## src/core/pmu_irq_pkg.sv

```systemverilog
// Constants for the power-management interrupt status block.
// Assumes one 100 MHz core clock and a two-wire serial register port.
package pmu_irq_pkg;

    // ------------------------------------------------------------
    // Register map
    // ------------------------------------------------------------
    localparam logic [7:0] ADDR_IRQ_STATUS_PRIMARY = 8'h00;
    localparam logic [7:0] ADDR_IRQ_STATUS_OVERLOAD = 8'h01;
    localparam logic [7:0] ADDR_IRQ_MASK_PRIMARY = 8'h02;
    localparam logic [7:0] ADDR_IRQ_MASK_OVERLOAD = 8'h03;
    localparam logic [7:0] UNMAPPED_READ_VALUE = 8'hFF;
    localparam logic [7:0] STATUS_RESET = 8'h00;
    localparam logic [7:0] MASK_RESET = 8'h00;
    localparam logic [7:0] MASK_PRIMARY_WRITABLE = 8'hFE;

    // ------------------------------------------------------------
    // Field layout over both status registers, primary in bits 7:0
    // ------------------------------------------------------------
    localparam int SUMMARY_IRQ_BIT = 0;
    localparam logic [15:0] LATCHED_BITS = 16'hFFE0;
    localparam logic [15:0] LIVE_BITS = 16'h001E;

    // ------------------------------------------------------------
    // Serial port
    // ------------------------------------------------------------
    localparam logic [6:0] SLAVE_ADDR_DEFAULT = 7'h48;
    localparam logic [3:0] BITS_PER_BYTE = 4'h8;

    typedef enum logic [2:0] {
        ST_IDLE = 3'b000,
        ST_ADDR = 3'b001,
        ST_PTR = 3'b010,
        ST_WR = 3'b011,
        ST_ACK = 3'b100,
        ST_RD = 3'b101,
        ST_RD_ACK = 3'b110
    } serial_state_e;

endpackage

```

## src/core/pmu_interrupt_status_regs.sv

```systemverilog
// Interrupt status and mask registers of a power-management unit,
// reached through a two-wire serial slave port.
// Assumes raw event inputs are asynchronous levels and the serial
// pins are open-drain with external pull-ups resolved by the bench.
//
// Contract
// - A rising converter, switch overload or charge-done flag latches and requests interrupt.
// - Latched flags stay at one until an interrupt clear, then return to zero.
// - Register 0x00 holds buck2, buck1, done, active, three rails, summary; resets zero.
// - Register 0x01 holds switch seven to one overloads and buck3; read-only, resets zero.
// - Summary bit reads one while asserted; writing zero to it clears pending interrupts.
// - Mask registers 0x02 and 0x03 enable each flag's interrupt; reset to zero.
// - Reads of undefined register addresses return FFh.
`timescale 1ns/100ps
`default_nettype none

module pmu_interrupt_status_regs
    import pmu_irq_pkg::*;
#(
    parameter logic [6:0] SLAVE_ADDR = SLAVE_ADDR_DEFAULT
) (
    // Clock and reset
    input wire logic CORE_CLK,
    input wire logic NRST,
    // Raw event levels, asynchronous
    input wire logic BUCK1_OVERLOAD_FLAG,
    input wire logic BUCK2_OVERLOAD_FLAG,
    input wire logic BUCK3_OVERLOAD_FLAG,
    input wire logic [7:1] SWITCH_OVERLOAD_FLAG,
    input wire logic CHARGE_DONE_FLAG,
    input wire logic CHARGING_ACTIVE_FLAG,
    input wire logic BATTERY_GOOD_FLAG,
    input wire logic SYSTEM_RAIL_GOOD_FLAG,
    input wire logic ADAPTER_GOOD_FLAG,
    // Serial register port, open drain
    input wire logic SCL_IN,
    input wire logic SDA_IN,
    output logic SDA_OUT,
    output logic SDA_OE,
    // Summary interrupt request
    output logic IRQ_REQ
);

    // ------------------------------------------------------------
    // Event synchronisers and edge detection
    // ------------------------------------------------------------
    logic [15:0] raw;
    logic [15:0] ev_s1_q, ev_s2_q, ev_s3_q;
    logic [15:0] rise, change, event_vec, rise_lat;

    assign raw = {SWITCH_OVERLOAD_FLAG, BUCK3_OVERLOAD_FLAG, BUCK2_OVERLOAD_FLAG,
                  BUCK1_OVERLOAD_FLAG, CHARGE_DONE_FLAG, CHARGING_ACTIVE_FLAG,
                  BATTERY_GOOD_FLAG, SYSTEM_RAIL_GOOD_FLAG, ADAPTER_GOOD_FLAG, 1'b0};

    always_ff @(posedge CORE_CLK or negedge NRST) begin
        if (!NRST) begin
            {ev_s1_q, ev_s2_q, ev_s3_q} <= 48'h000000000000;
        end else begin
            {ev_s1_q, ev_s2_q, ev_s3_q} <= {raw, ev_s1_q, ev_s2_q};
        end
    end

    assign rise = ev_s2_q & ~ev_s3_q;
    assign change = ev_s2_q ^ ev_s3_q;
    assign rise_lat = rise & LATCHED_BITS;
    assign event_vec = rise_lat | (change & LIVE_BITS);

    // ------------------------------------------------------------
    // Latched flags, masks and summary interrupt
    // ------------------------------------------------------------
    logic [15:0] latched_q, latched_d;
    logic [7:0] mask_pri_q, mask_ovl_q;
    logic [15:0] mask16;
    logic irq_q, irq_d;
    logic clear_pulse, wr_pulse;
    logic [7:0] wr_data, ptr_q;

    assign mask16 = {mask_ovl_q, mask_pri_q};

    // Set wins over a clear in the same cycle
    always_comb begin
        latched_d = (latched_q & ~{16{clear_pulse}}) | rise_lat;
        irq_d = irq_q & ~clear_pulse;
        if ((event_vec & mask16) != 16'h0000) begin
            irq_d = 1'b1;
        end
    end

    always_ff @(posedge CORE_CLK or negedge NRST) begin
        if (!NRST) begin
            latched_q <= 16'h0000;
            irq_q <= 1'b0;
        end else begin
            latched_q <= latched_d;
            irq_q <= irq_d;
        end
    end

    always_ff @(posedge CORE_CLK or negedge NRST) begin
        if (!NRST) begin
            mask_pri_q <= MASK_RESET;
            mask_ovl_q <= MASK_RESET;
        end else if (wr_pulse && ptr_q == ADDR_IRQ_MASK_PRIMARY) begin
            mask_pri_q <= wr_data & MASK_PRIMARY_WRITABLE;
        end else if (wr_pulse && ptr_q == ADDR_IRQ_MASK_OVERLOAD) begin
            mask_ovl_q <= wr_data;
        end
    end

    // Writing zero to the summary bit clears; other status bits ignore writes
    assign clear_pulse = wr_pulse && ptr_q == ADDR_IRQ_STATUS_PRIMARY
                         && !wr_data[SUMMARY_IRQ_BIT];
    assign IRQ_REQ = irq_q;

    function automatic logic [7:0] read_reg(input logic [7:0] addr);
        logic [15:0] st;
        st = (latched_q & LATCHED_BITS) | (ev_s3_q & LIVE_BITS);
        st[SUMMARY_IRQ_BIT] = irq_q;
        case (addr)
            ADDR_IRQ_STATUS_PRIMARY: read_reg = st[7:0];
            ADDR_IRQ_STATUS_OVERLOAD: read_reg = st[15:8];
            ADDR_IRQ_MASK_PRIMARY: read_reg = mask_pri_q;
            ADDR_IRQ_MASK_OVERLOAD: read_reg = mask_ovl_q;
            default: read_reg = UNMAPPED_READ_VALUE;
        endcase
    endfunction

    // ------------------------------------------------------------
    // Serial slave: pin synchronisers and bus conditions
    // ------------------------------------------------------------
    logic scl_s1_q, scl_s2_q, scl_s3_q, sda_s1_q, sda_s2_q, sda_s3_q;
    logic scl_rise, scl_fall, start_cond, stop_cond;

    always_ff @(posedge CORE_CLK or negedge NRST) begin
        if (!NRST) begin
            {scl_s1_q, scl_s2_q, scl_s3_q} <= 3'b111;
            {sda_s1_q, sda_s2_q, sda_s3_q} <= 3'b111;
        end else begin
            {scl_s1_q, scl_s2_q, scl_s3_q} <= {SCL_IN, scl_s1_q, scl_s2_q};
            {sda_s1_q, sda_s2_q, sda_s3_q} <= {SDA_IN, sda_s1_q, sda_s2_q};
        end
    end

    assign scl_rise = scl_s2_q && !scl_s3_q;
    assign scl_fall = !scl_s2_q && scl_s3_q;
    assign start_cond = scl_s2_q && scl_s3_q && !sda_s2_q && sda_s3_q;
    assign stop_cond = scl_s2_q && scl_s3_q && sda_s2_q && !sda_s3_q;

    // ------------------------------------------------------------
    // Serial slave: byte engine
    // ------------------------------------------------------------
    serial_state_e state_q, after_ack_q;
    logic [3:0] cnt_q;
    logic [7:0] sh_q;
    logic master_ack_q;
    logic load_rd;

    assign load_rd = scl_fall && ((state_q == ST_ACK && after_ack_q == ST_RD)
                     || (state_q == ST_RD_ACK && master_ack_q));
    assign wr_pulse = scl_fall && state_q == ST_WR && cnt_q == BITS_PER_BYTE;
    assign wr_data = sh_q;

    always_ff @(posedge CORE_CLK or negedge NRST) begin
        if (!NRST) begin
            state_q <= ST_IDLE;
            after_ack_q <= ST_IDLE;
            cnt_q <= 4'h0;
            sh_q <= 8'h00;
            ptr_q <= 8'h00;
            master_ack_q <= 1'b0;
        end else if (start_cond) begin
            state_q <= ST_ADDR;
            cnt_q <= 4'h0;
        end else if (stop_cond) begin
            state_q <= ST_IDLE;
        end else begin
            case (state_q)
                ST_ADDR, ST_PTR, ST_WR: begin
                    if (scl_rise) begin
                        sh_q <= {sh_q[6:0], sda_s2_q};
                        cnt_q <= cnt_q + 4'h1;
                    end else if (scl_fall && cnt_q == BITS_PER_BYTE) begin
                        cnt_q <= 4'h0;
                        state_q <= ST_ACK;
                        if (state_q == ST_ADDR) begin
                            if (sh_q[7:1] != SLAVE_ADDR) begin
                                state_q <= ST_IDLE;
                            end
                            after_ack_q <= sh_q[0] ? ST_RD : ST_PTR;
                        end else if (state_q == ST_PTR) begin
                            ptr_q <= sh_q;
                            after_ack_q <= ST_WR;
                        end else begin
                            ptr_q <= ptr_q + 8'h01;
                            after_ack_q <= ST_WR;
                        end
                    end
                end
                ST_ACK: begin
                    if (scl_fall) begin
                        state_q <= after_ack_q;
                        cnt_q <= 4'h0;
                        if (load_rd) begin
                            sh_q <= read_reg(ptr_q);
                            ptr_q <= ptr_q + 8'h01;
                        end
                    end
                end
                ST_RD: begin
                    if (scl_fall) begin
                        if (cnt_q == BITS_PER_BYTE - 4'h1) begin
                            state_q <= ST_RD_ACK;
                            cnt_q <= 4'h0;
                        end else begin
                            sh_q <= {sh_q[6:0], 1'b1};
                            cnt_q <= cnt_q + 4'h1;
                        end
                    end
                end
                ST_RD_ACK: begin
                    if (scl_rise) begin
                        master_ack_q <= !sda_s2_q;
                    end else if (scl_fall) begin
                        state_q <= master_ack_q ? ST_RD : ST_IDLE;
                        if (load_rd) begin
                            sh_q <= read_reg(ptr_q);
                            ptr_q <= ptr_q + 8'h01;
                        end
                    end
                end
                default: state_q <= ST_IDLE;
            endcase
        end
    end

    assign SDA_OUT = 1'b0;
    assign SDA_OE = (state_q == ST_ACK) || (state_q == ST_RD && !sh_q[7]);
endmodule

`default_nettype wire

```

## config.mk

```make
export PLATFORM = sky130hd
export DESIGN_NAME = pmu_interrupt_status_regs
export DESIGN_NICKNAME = d
export VERILOG_FILES = /design/src/core/pmu_irq_pkg.sv /design/src/core/pmu_interrupt_status_regs.sv
export SDC_FILE = /design/constraint.sdc
export NUM_CORES = 1
export LEC_CHECK = 0
export ABC_AREA = 1
export BUFFER_PORTS_ARGS = -buffer_cell sky130_fd_sc_hd__buf_2
export CAP_MARGIN = 20
export CORE_ASPECT_RATIO = 1.2
export CORE_MARGIN = 1
export CORE_UTILIZATION = 61
export CTS_CLUSTER_SIZE = 40
export DETAILED_ROUTE_END_ITERATION = 10
export PLACE_DENSITY = 0.79
export SLEW_MARGIN = 20
export SYNTH_ARGS = -nofsm -noshare
export SYNTH_HDL_FRONTEND = slang
export SYNTH_SLANG_ARGS = --single-unit
```

## constraint.sdc

```tcl
create_clock -name CORE_CLK -period 2 [get_ports CORE_CLK]
set_input_delay 0 -clock CORE_CLK [delete_from_list [all_inputs] [get_ports CORE_CLK]]
set_output_delay 0 -clock CORE_CLK [all_outputs]
set_load 0.005 [all_outputs]
```

==> results of run 1 <==
## layout make-up
type / count / area, um2 / share of cell area, %
flip-flops and latches: 105 / 2640 / 47.7
multi-input cells: 390 / 1860 / 33.7
repair buffers: 50 / 423 / 7.66
inverters: 65 / 246 / 4.46
clock buffers: 9 / 124 / 2.24
clock inverters: 7 / 118 / 2.13
well taps: 92 / 115 / 2.08
## registers in the layout, summed over array words and instances, names as in the netlist, 7 cells and up
name,cells
latched_q,11
mask_ovl_q,8
mask_pri_q,7
ev_s2_q,15
sh_q,8
ev_s3_q,15
ev_s1_q,15
ptr_q,8
## metal layers
metal,vias up,wire [um],track usage [%],part of all wire [%]
met3,24,457,3.98,4.5
li1,1927,-,-,-
met1,1801,4750,36.8,46
met5,-,0,0,0
met2,107,4720,42.6,46
met4,0,320,12.2,3.1
## power by group
group	leakage, nW	total [mW]	internal (mW)	switching, mW
clock network	0.119	1.45	0.638	0.810
logic	1.43	1.09	0.388	0.703
registers	1.25	2.44	2.28	0.155
## final timing paths
path / startpoint / endpoint / slack (ns)
max: state_q[0] / sh_q[6] / 0.21
max in group asynchronous: NRST / sda_s1_q / 1.25
min: NRST / latched_q[14] / 0.11
min reg2reg: ev_s1_q[4] / ev_s2_q[4] / 0.35
max reg2reg: state_q[0] / sh_q[6] / 0.21
min in group CORE_CLK: BUCK1_OVERLOAD_FLAG / ev_s1_q[6] / 0.26
## kinds of logic after synthesis
| family | Yosys count | share of synthesized area (%) |
|---|---|---|
| flip-flops | 105 | 54.9 |
| AND/OR/NAND/NOR | 311 | 28.7 |
| buffers and inverters | 77 | 6.83 |
| other | 1 | 0.0781 |
| XOR/XNOR | 2 | 0.365 |
| adder cells (fa/ha/maj) | 6 | 1.56 |
| AO/OA/AOI/OAI | 70 | 7.61 |
## worst max-delay path, cell delays in order, from the launching register on
cell and delay [ns]:
dfrtp_1 0.53, inv_4 0.14, nand3_1 0.12, inv_1 0.11, nand2_1 0.07, nand2_1 0.07
nand2_1 0.04, nand2_1 0.15, inv_1 0.09, nor2_4 0.18, nor2_1 0.07, a21oi_1 0.15
## cells in the final DEF (no fill, tap or decap), types with 2 or more instances in the layout
cell type        n
nand4_1          4
dfstp_2          6
nand2_2          3
dfrtp_1         99
a21oi_1         21
dlygate4sd3_1   18
nor2_4           4
clkbuf_8         9
buf_12           4
buf_2           19
o21ai_1         11
nand3_2          4
o21ai_0         32
nand2_4          2
nor3_1           7
nand2_1        149
buf_4            9
clkinv_8         4
xor2_1           2
ha_1             6
nand3b_1         2
inv_2            5
nand3_1         65
nor2_1          63
inv_1           59
nor2_2           4
inv_8            2
## what timing repair did
| item | 4_1_cts | 5_1_grt |
|---|---|---|
| endpoints found under the setup margin | 0 | 31 |
| buffers inserted | 0 | 1 |
| hold buffers | 18 | 0 |
| gates resized for setup | 0 | 4 |
| endpoints found under the hold margin | 116 | 0 |
==> results.py, run 1 <==
metrics = {
    "outcome": {
        "status": "complete, no violations",
    },
    "worst_setup_path": {
        "crit_arrival_ns": 2.09,
        "cp-end-kind": "register",
        "worstPathRequired_ns": 2.29,
        "critPathMaxFanout": 9,
        "ff2ff_path_depth": 11,
        "cp-start-kind": "register",
        "critical_path_class": "reg2reg",
    },
    "clock_tree": {
        "cts_tree": "built",
        "cts_buffer_depth": 2,
        "clock_latency_ns": 0.37,
        "path_clk_slew_ns": 0.12,
        "cts-htree-levels": 3,
        "cts.sinks": 105,
        "cts_root_buf": "clkbuf_8",
        "numCtsBuffers": 9,
    },
    "finish": {
        "drive_above_1_share_pct": 12.8,
        "finalNonFillerCells": 718,
        "syn_to_final_growth_pct": 15.0,
        "final_util_pct": 72.0,
        "final_area_um2": 5520,
        "nets": 646,
        "n_fill_cell": 540,
        "antenna_cells": 0,
    },
    "synth": {
        "synth_top_area_share_pct": 51.6,
        "synthMostInstantiatedCell": "nand2_1",
        "synth.top_cells.by_count": "nand2_1 (149), dfrtp_1 (99), nand3_1 (66), nor2_1 (64), inv_1 (59)",
        "ys_ff_latch": 105,
        "synth_area_per_cell_um2": 8.40,
        "synth_edf_count": 0,
        "yosysSeqAreaShare_pct": 54.9,
        "yosysUniqueCellTypes": 36,
        "synth_ff_type": "dfrtp_1",
        "synthCells": 572,
        "yosysWarnings": 0,
        "netlist_area_um2": 4800,
        "async_flop_share_pct": 100,
        "yosys.area.top_type": "dfrtp_1",
        "syn-num-nets": 597,
        "synthTopCellsByArea": "dfrtp_1 (52%), nand2_1 (12%), nand3_1 (6.9%)",
    },
    "detailed_routing": {
        "drc": 0,
        "viasPerCell": 5.37,
        "first_pass_iters": 5,
        "wl_um": 10300,
        "ant_nets": 0,
        "wl_per_cell_um": 14.3,
        "via_count": 3859,
        "drt_iter0_markers": 197,
    },
    "place": {
        "dp_slack_ns": 0.0886,
        "gp_congestion": 0.895,
        "dpl_cell_area_um2": 5060,
        "dp.cells": 683,
        "io_buffers": 20,
        "hpwl_um": 7460,
    },
    "global_route": {
        "antenna_found_initial": 0,
        "grt_pass1_vias": 3710,
        "grt_max_degree": 40,
        "track_usage_pct": 26.8,
        "grt_pass1_wl_um": 17400,
        "overflow": 0,
    },
    "die": {
        "fp-row-count": 35,
        "ios": 22,
        "dieArea_um2": 8230,
        "start_util_pct": 62.7,
        "die_w_um": 83.0,
        "core_um2": 7660,
        "die_h_um": 99.2,
    },
    "sta": {
        "layout_setup_ws_ns": 0.207,
        "holdWs_ns": 0.109,
        "tns_ns": 0,
        "period_share_pct": 89.6,
        "hold_viol_final": 0,
        "finalSetupViolCount": 0,
        "drv_slew": 0,
        "clock_skew_ns": 0.0176,
        "rsz0062_at_grt": "no",
        "fmax_mhz": 558,
        "final.min_clock_period_ns": 1.79,
    },
    "pwr": {
        "irDropWorstVdd_mv": 0.794,
        "power_density_nw_per_um2": 902,
        "p_leak_nw": 2.80,
        "p_total_mw": 4.98,
    },
    "hold_path": {
        "hold_path_class": "in2async",
    },
    "flow_run": {
        "cap_violations": 0,
    },
}
Note: power is estimated with default switching activity, not from simulation.
==> run 2, diff against run 1 <==
--- a/config.mk
+++ b/config.mk
@@ -10,10 +10,9 @@
 export CAP_MARGIN = 20
 export CORE_ASPECT_RATIO = 1.2
 export CORE_MARGIN = 1
-export CORE_UTILIZATION = 61
+export CORE_UTILIZATION = 40
 export CTS_CLUSTER_SIZE = 40
 export DETAILED_ROUTE_END_ITERATION = 10
-export PLACE_DENSITY = 0.79
 export SLEW_MARGIN = 20
 export SYNTH_ARGS = -nofsm -noshare
 export SYNTH_HDL_FRONTEND = slang
==> results.py, run 2 (same netlist as run 1, synthesis figures left out) <==
metrics = {
    "finish": {
        "final_util_pct": 48.5,
        "final_area_um2": 5640,
        "finalNonFillerCells": 785,
        "syn_to_final_growth_pct": 17.4,
        "layout_commonest_cell": "nand2_1",
        "antenna_cells": 0,
        "nets": 648,
        "drive_above_1_share_pct": 13.2,
        "most-common-layout-cells": "nand2_1 (149), dfrtp_1 (97), nand3_1 (65), nor2_1 (64), inv_1 (59)",
    },
    "clock_tree": {
        "cts.sinks": 105,
        "path_clk_slew_ns": 0.08,
        "numCtsBuffers": 9,
        "clock_latency_ns": 0.35,
        "cts-htree-levels": 3,
        "cts_root_buf": "clkbuf_16",
        "cts_buffer_depth": 2,
        "cts_tree": "built",
    },
    "worst_setup_path": {
        "critPathMaxFanout": 5,
        "worstPathRequired_ns": 2.28,
        "ff2ff_path_depth": 9,
        "worstPathCellList": "inv_1, ha_1, nand3_1, nor2_1, nor2_1, nor3_4, buf_4, nand3_1, nand2_1",
        "r2r_end": "ptr_q[1]",
        "endpoint": "ptr_q[1]",
        "crit_arrival_ns": 2.15,
        "cp-startpoint": "cnt_q[0]",
        "cp.depth": 9,
        "r2r-start": "cnt_q[0]",
        "cp-end-kind": "register",
        "r2r_slack_ns": 0.14,
        "worst-path-buf-inv": 2,
        "path_delay_family": "simple AND/OR/NAND/NOR gates",
        "worst_path_max_delay_cell": "dfrtp_1",
        "crit_path_max_incr_delay_ns": 0.42,
        "cp-start-kind": "register",
        "critical_path_class": "reg2reg",
    },
    "sta": {
        "layout_setup_ws_ns": 0.137,
        "fmax_mhz": 537,
        "maxSlewHeadroom_pct": 62.9,
        "clock_skew_ns": 0.0109,
        "finalSetupViolCount": 0,
        "hold_viol_final": 0,
        "final.min_clock_period_ns": 1.86,
        "tns_ns": 0,
        "tightest_slew_ns": 0.557,
        "drv_slew": 0,
        "period_share_pct": 93.2,
        "holdWs_ns": 0.238,
    },
    "die": {
        "start_util_pct": 41.3,
        "ios": 22,
        "die_h_um": 122,
        "core_um2": 11600,
        "die_w_um": 102,
        "fp-row-count": 43,
        "dieArea_um2": 12400,
    },
    "global_route": {
        "grt_pass1_vias": 3712,
        "track_usage_pct": 18.6,
        "grt_pass1_wl_um": 17700,
        "overflow": 0,
        "grt_max_degree": 106,
        "antenna_found_initial": 0,
    },
    "place": {
        "hpwl_um": 7290,
        "gp_congestion": 0.898,
        "dp.cells": 749,
        "dpl_cell_area_um2": 5120,
        "io_buffers": 20,
        "dp_slack_ns": 0.0837,
    },
    "detailed_routing": {
        "first_pass_iters": 5,
        "ant_nets": 0,
        "wl_um": 10400,
        "drt_iter0_markers": 290,
        "viasPerCell": 4.88,
        "wl_per_cell_um": 13.2,
        "drc": 0,
        "via_count": 3831,
    },
    "pwr": {
        "p_total_mw": 5.32,
        "power_density_nw_per_um2": 943,
        "p_leak_nw": 2.82,
        "irDropWorstVdd_mv": 0.491,
    },
    "outcome": {
        "status": "complete, no violations",
    },
    "flow_run": {
        "cap_violations": 0,
    },
    "hold_path": {
        "hold_path_class": "in2async",
    },
}
-- run 2: timing repair --
action,CTS,global route
resized for setup,0,5
hold buffers,18,0
endpoints found under the setup margin,0,22
setup buffers,0,2
endpoints found under the hold margin,116,0
-- run 2: power breakdown --
| group | internal, mW | switching [mW] | total [mW] |
|---|---|---|---|
| Sequential | 2.29 | 0.153 | 2.44 |
| Combinational | 0.402 | 0.727 | 1.13 |
| Clock | 0.910 | 0.840 | 1.75 |
| Total | 3.60 | 1.72 | 5.32 |
-- run 2: area by class of cell --
class,instances,area [um2]
Multi-Input combinational cell,390,1860
Fill cell,1122,5980
Tap cell,157,196
Inverter,65,246
Clock buffer,10,239
Clock inverter,6,61.3
Sequential cell,105,2640
Timing Repair Buffer,52,400
-- run 2: worst min-delay path by stage --
stage / start / end / slack [ns]
final: NRST / state_q[2] / 0.24
after floorplan: NRST / IRQ_REQ / -0.30
after global routing: ADAPTER_GOOD_FLAG / ev_s1_q[1] / 0.28
after global placement: NRST / state_q[2] / 0.11
after detailed placement: NRST / state_q[2] / 0.11
after CTS: CHARGING_ACTIVE_FLAG / ev_s1_q[4] / 0.28
-- run 2: per-layer routing --
| layer | GRT usage [%] | part of all wire, % |
|---|---|---|
| met1 | 24.3 | 45 |
| met2 | 29.7 | 48 |
| met3 | 4.25 | 4.0 |
| met4 | 7.68 | 2.6 |
| met5 | 0 | 0 |
-- run 2: tightest hold or removal path: stages --
cell and delay [ns]:
dlygate4sd3_1 0.53, buf_4 0.12, buf_12 0.39
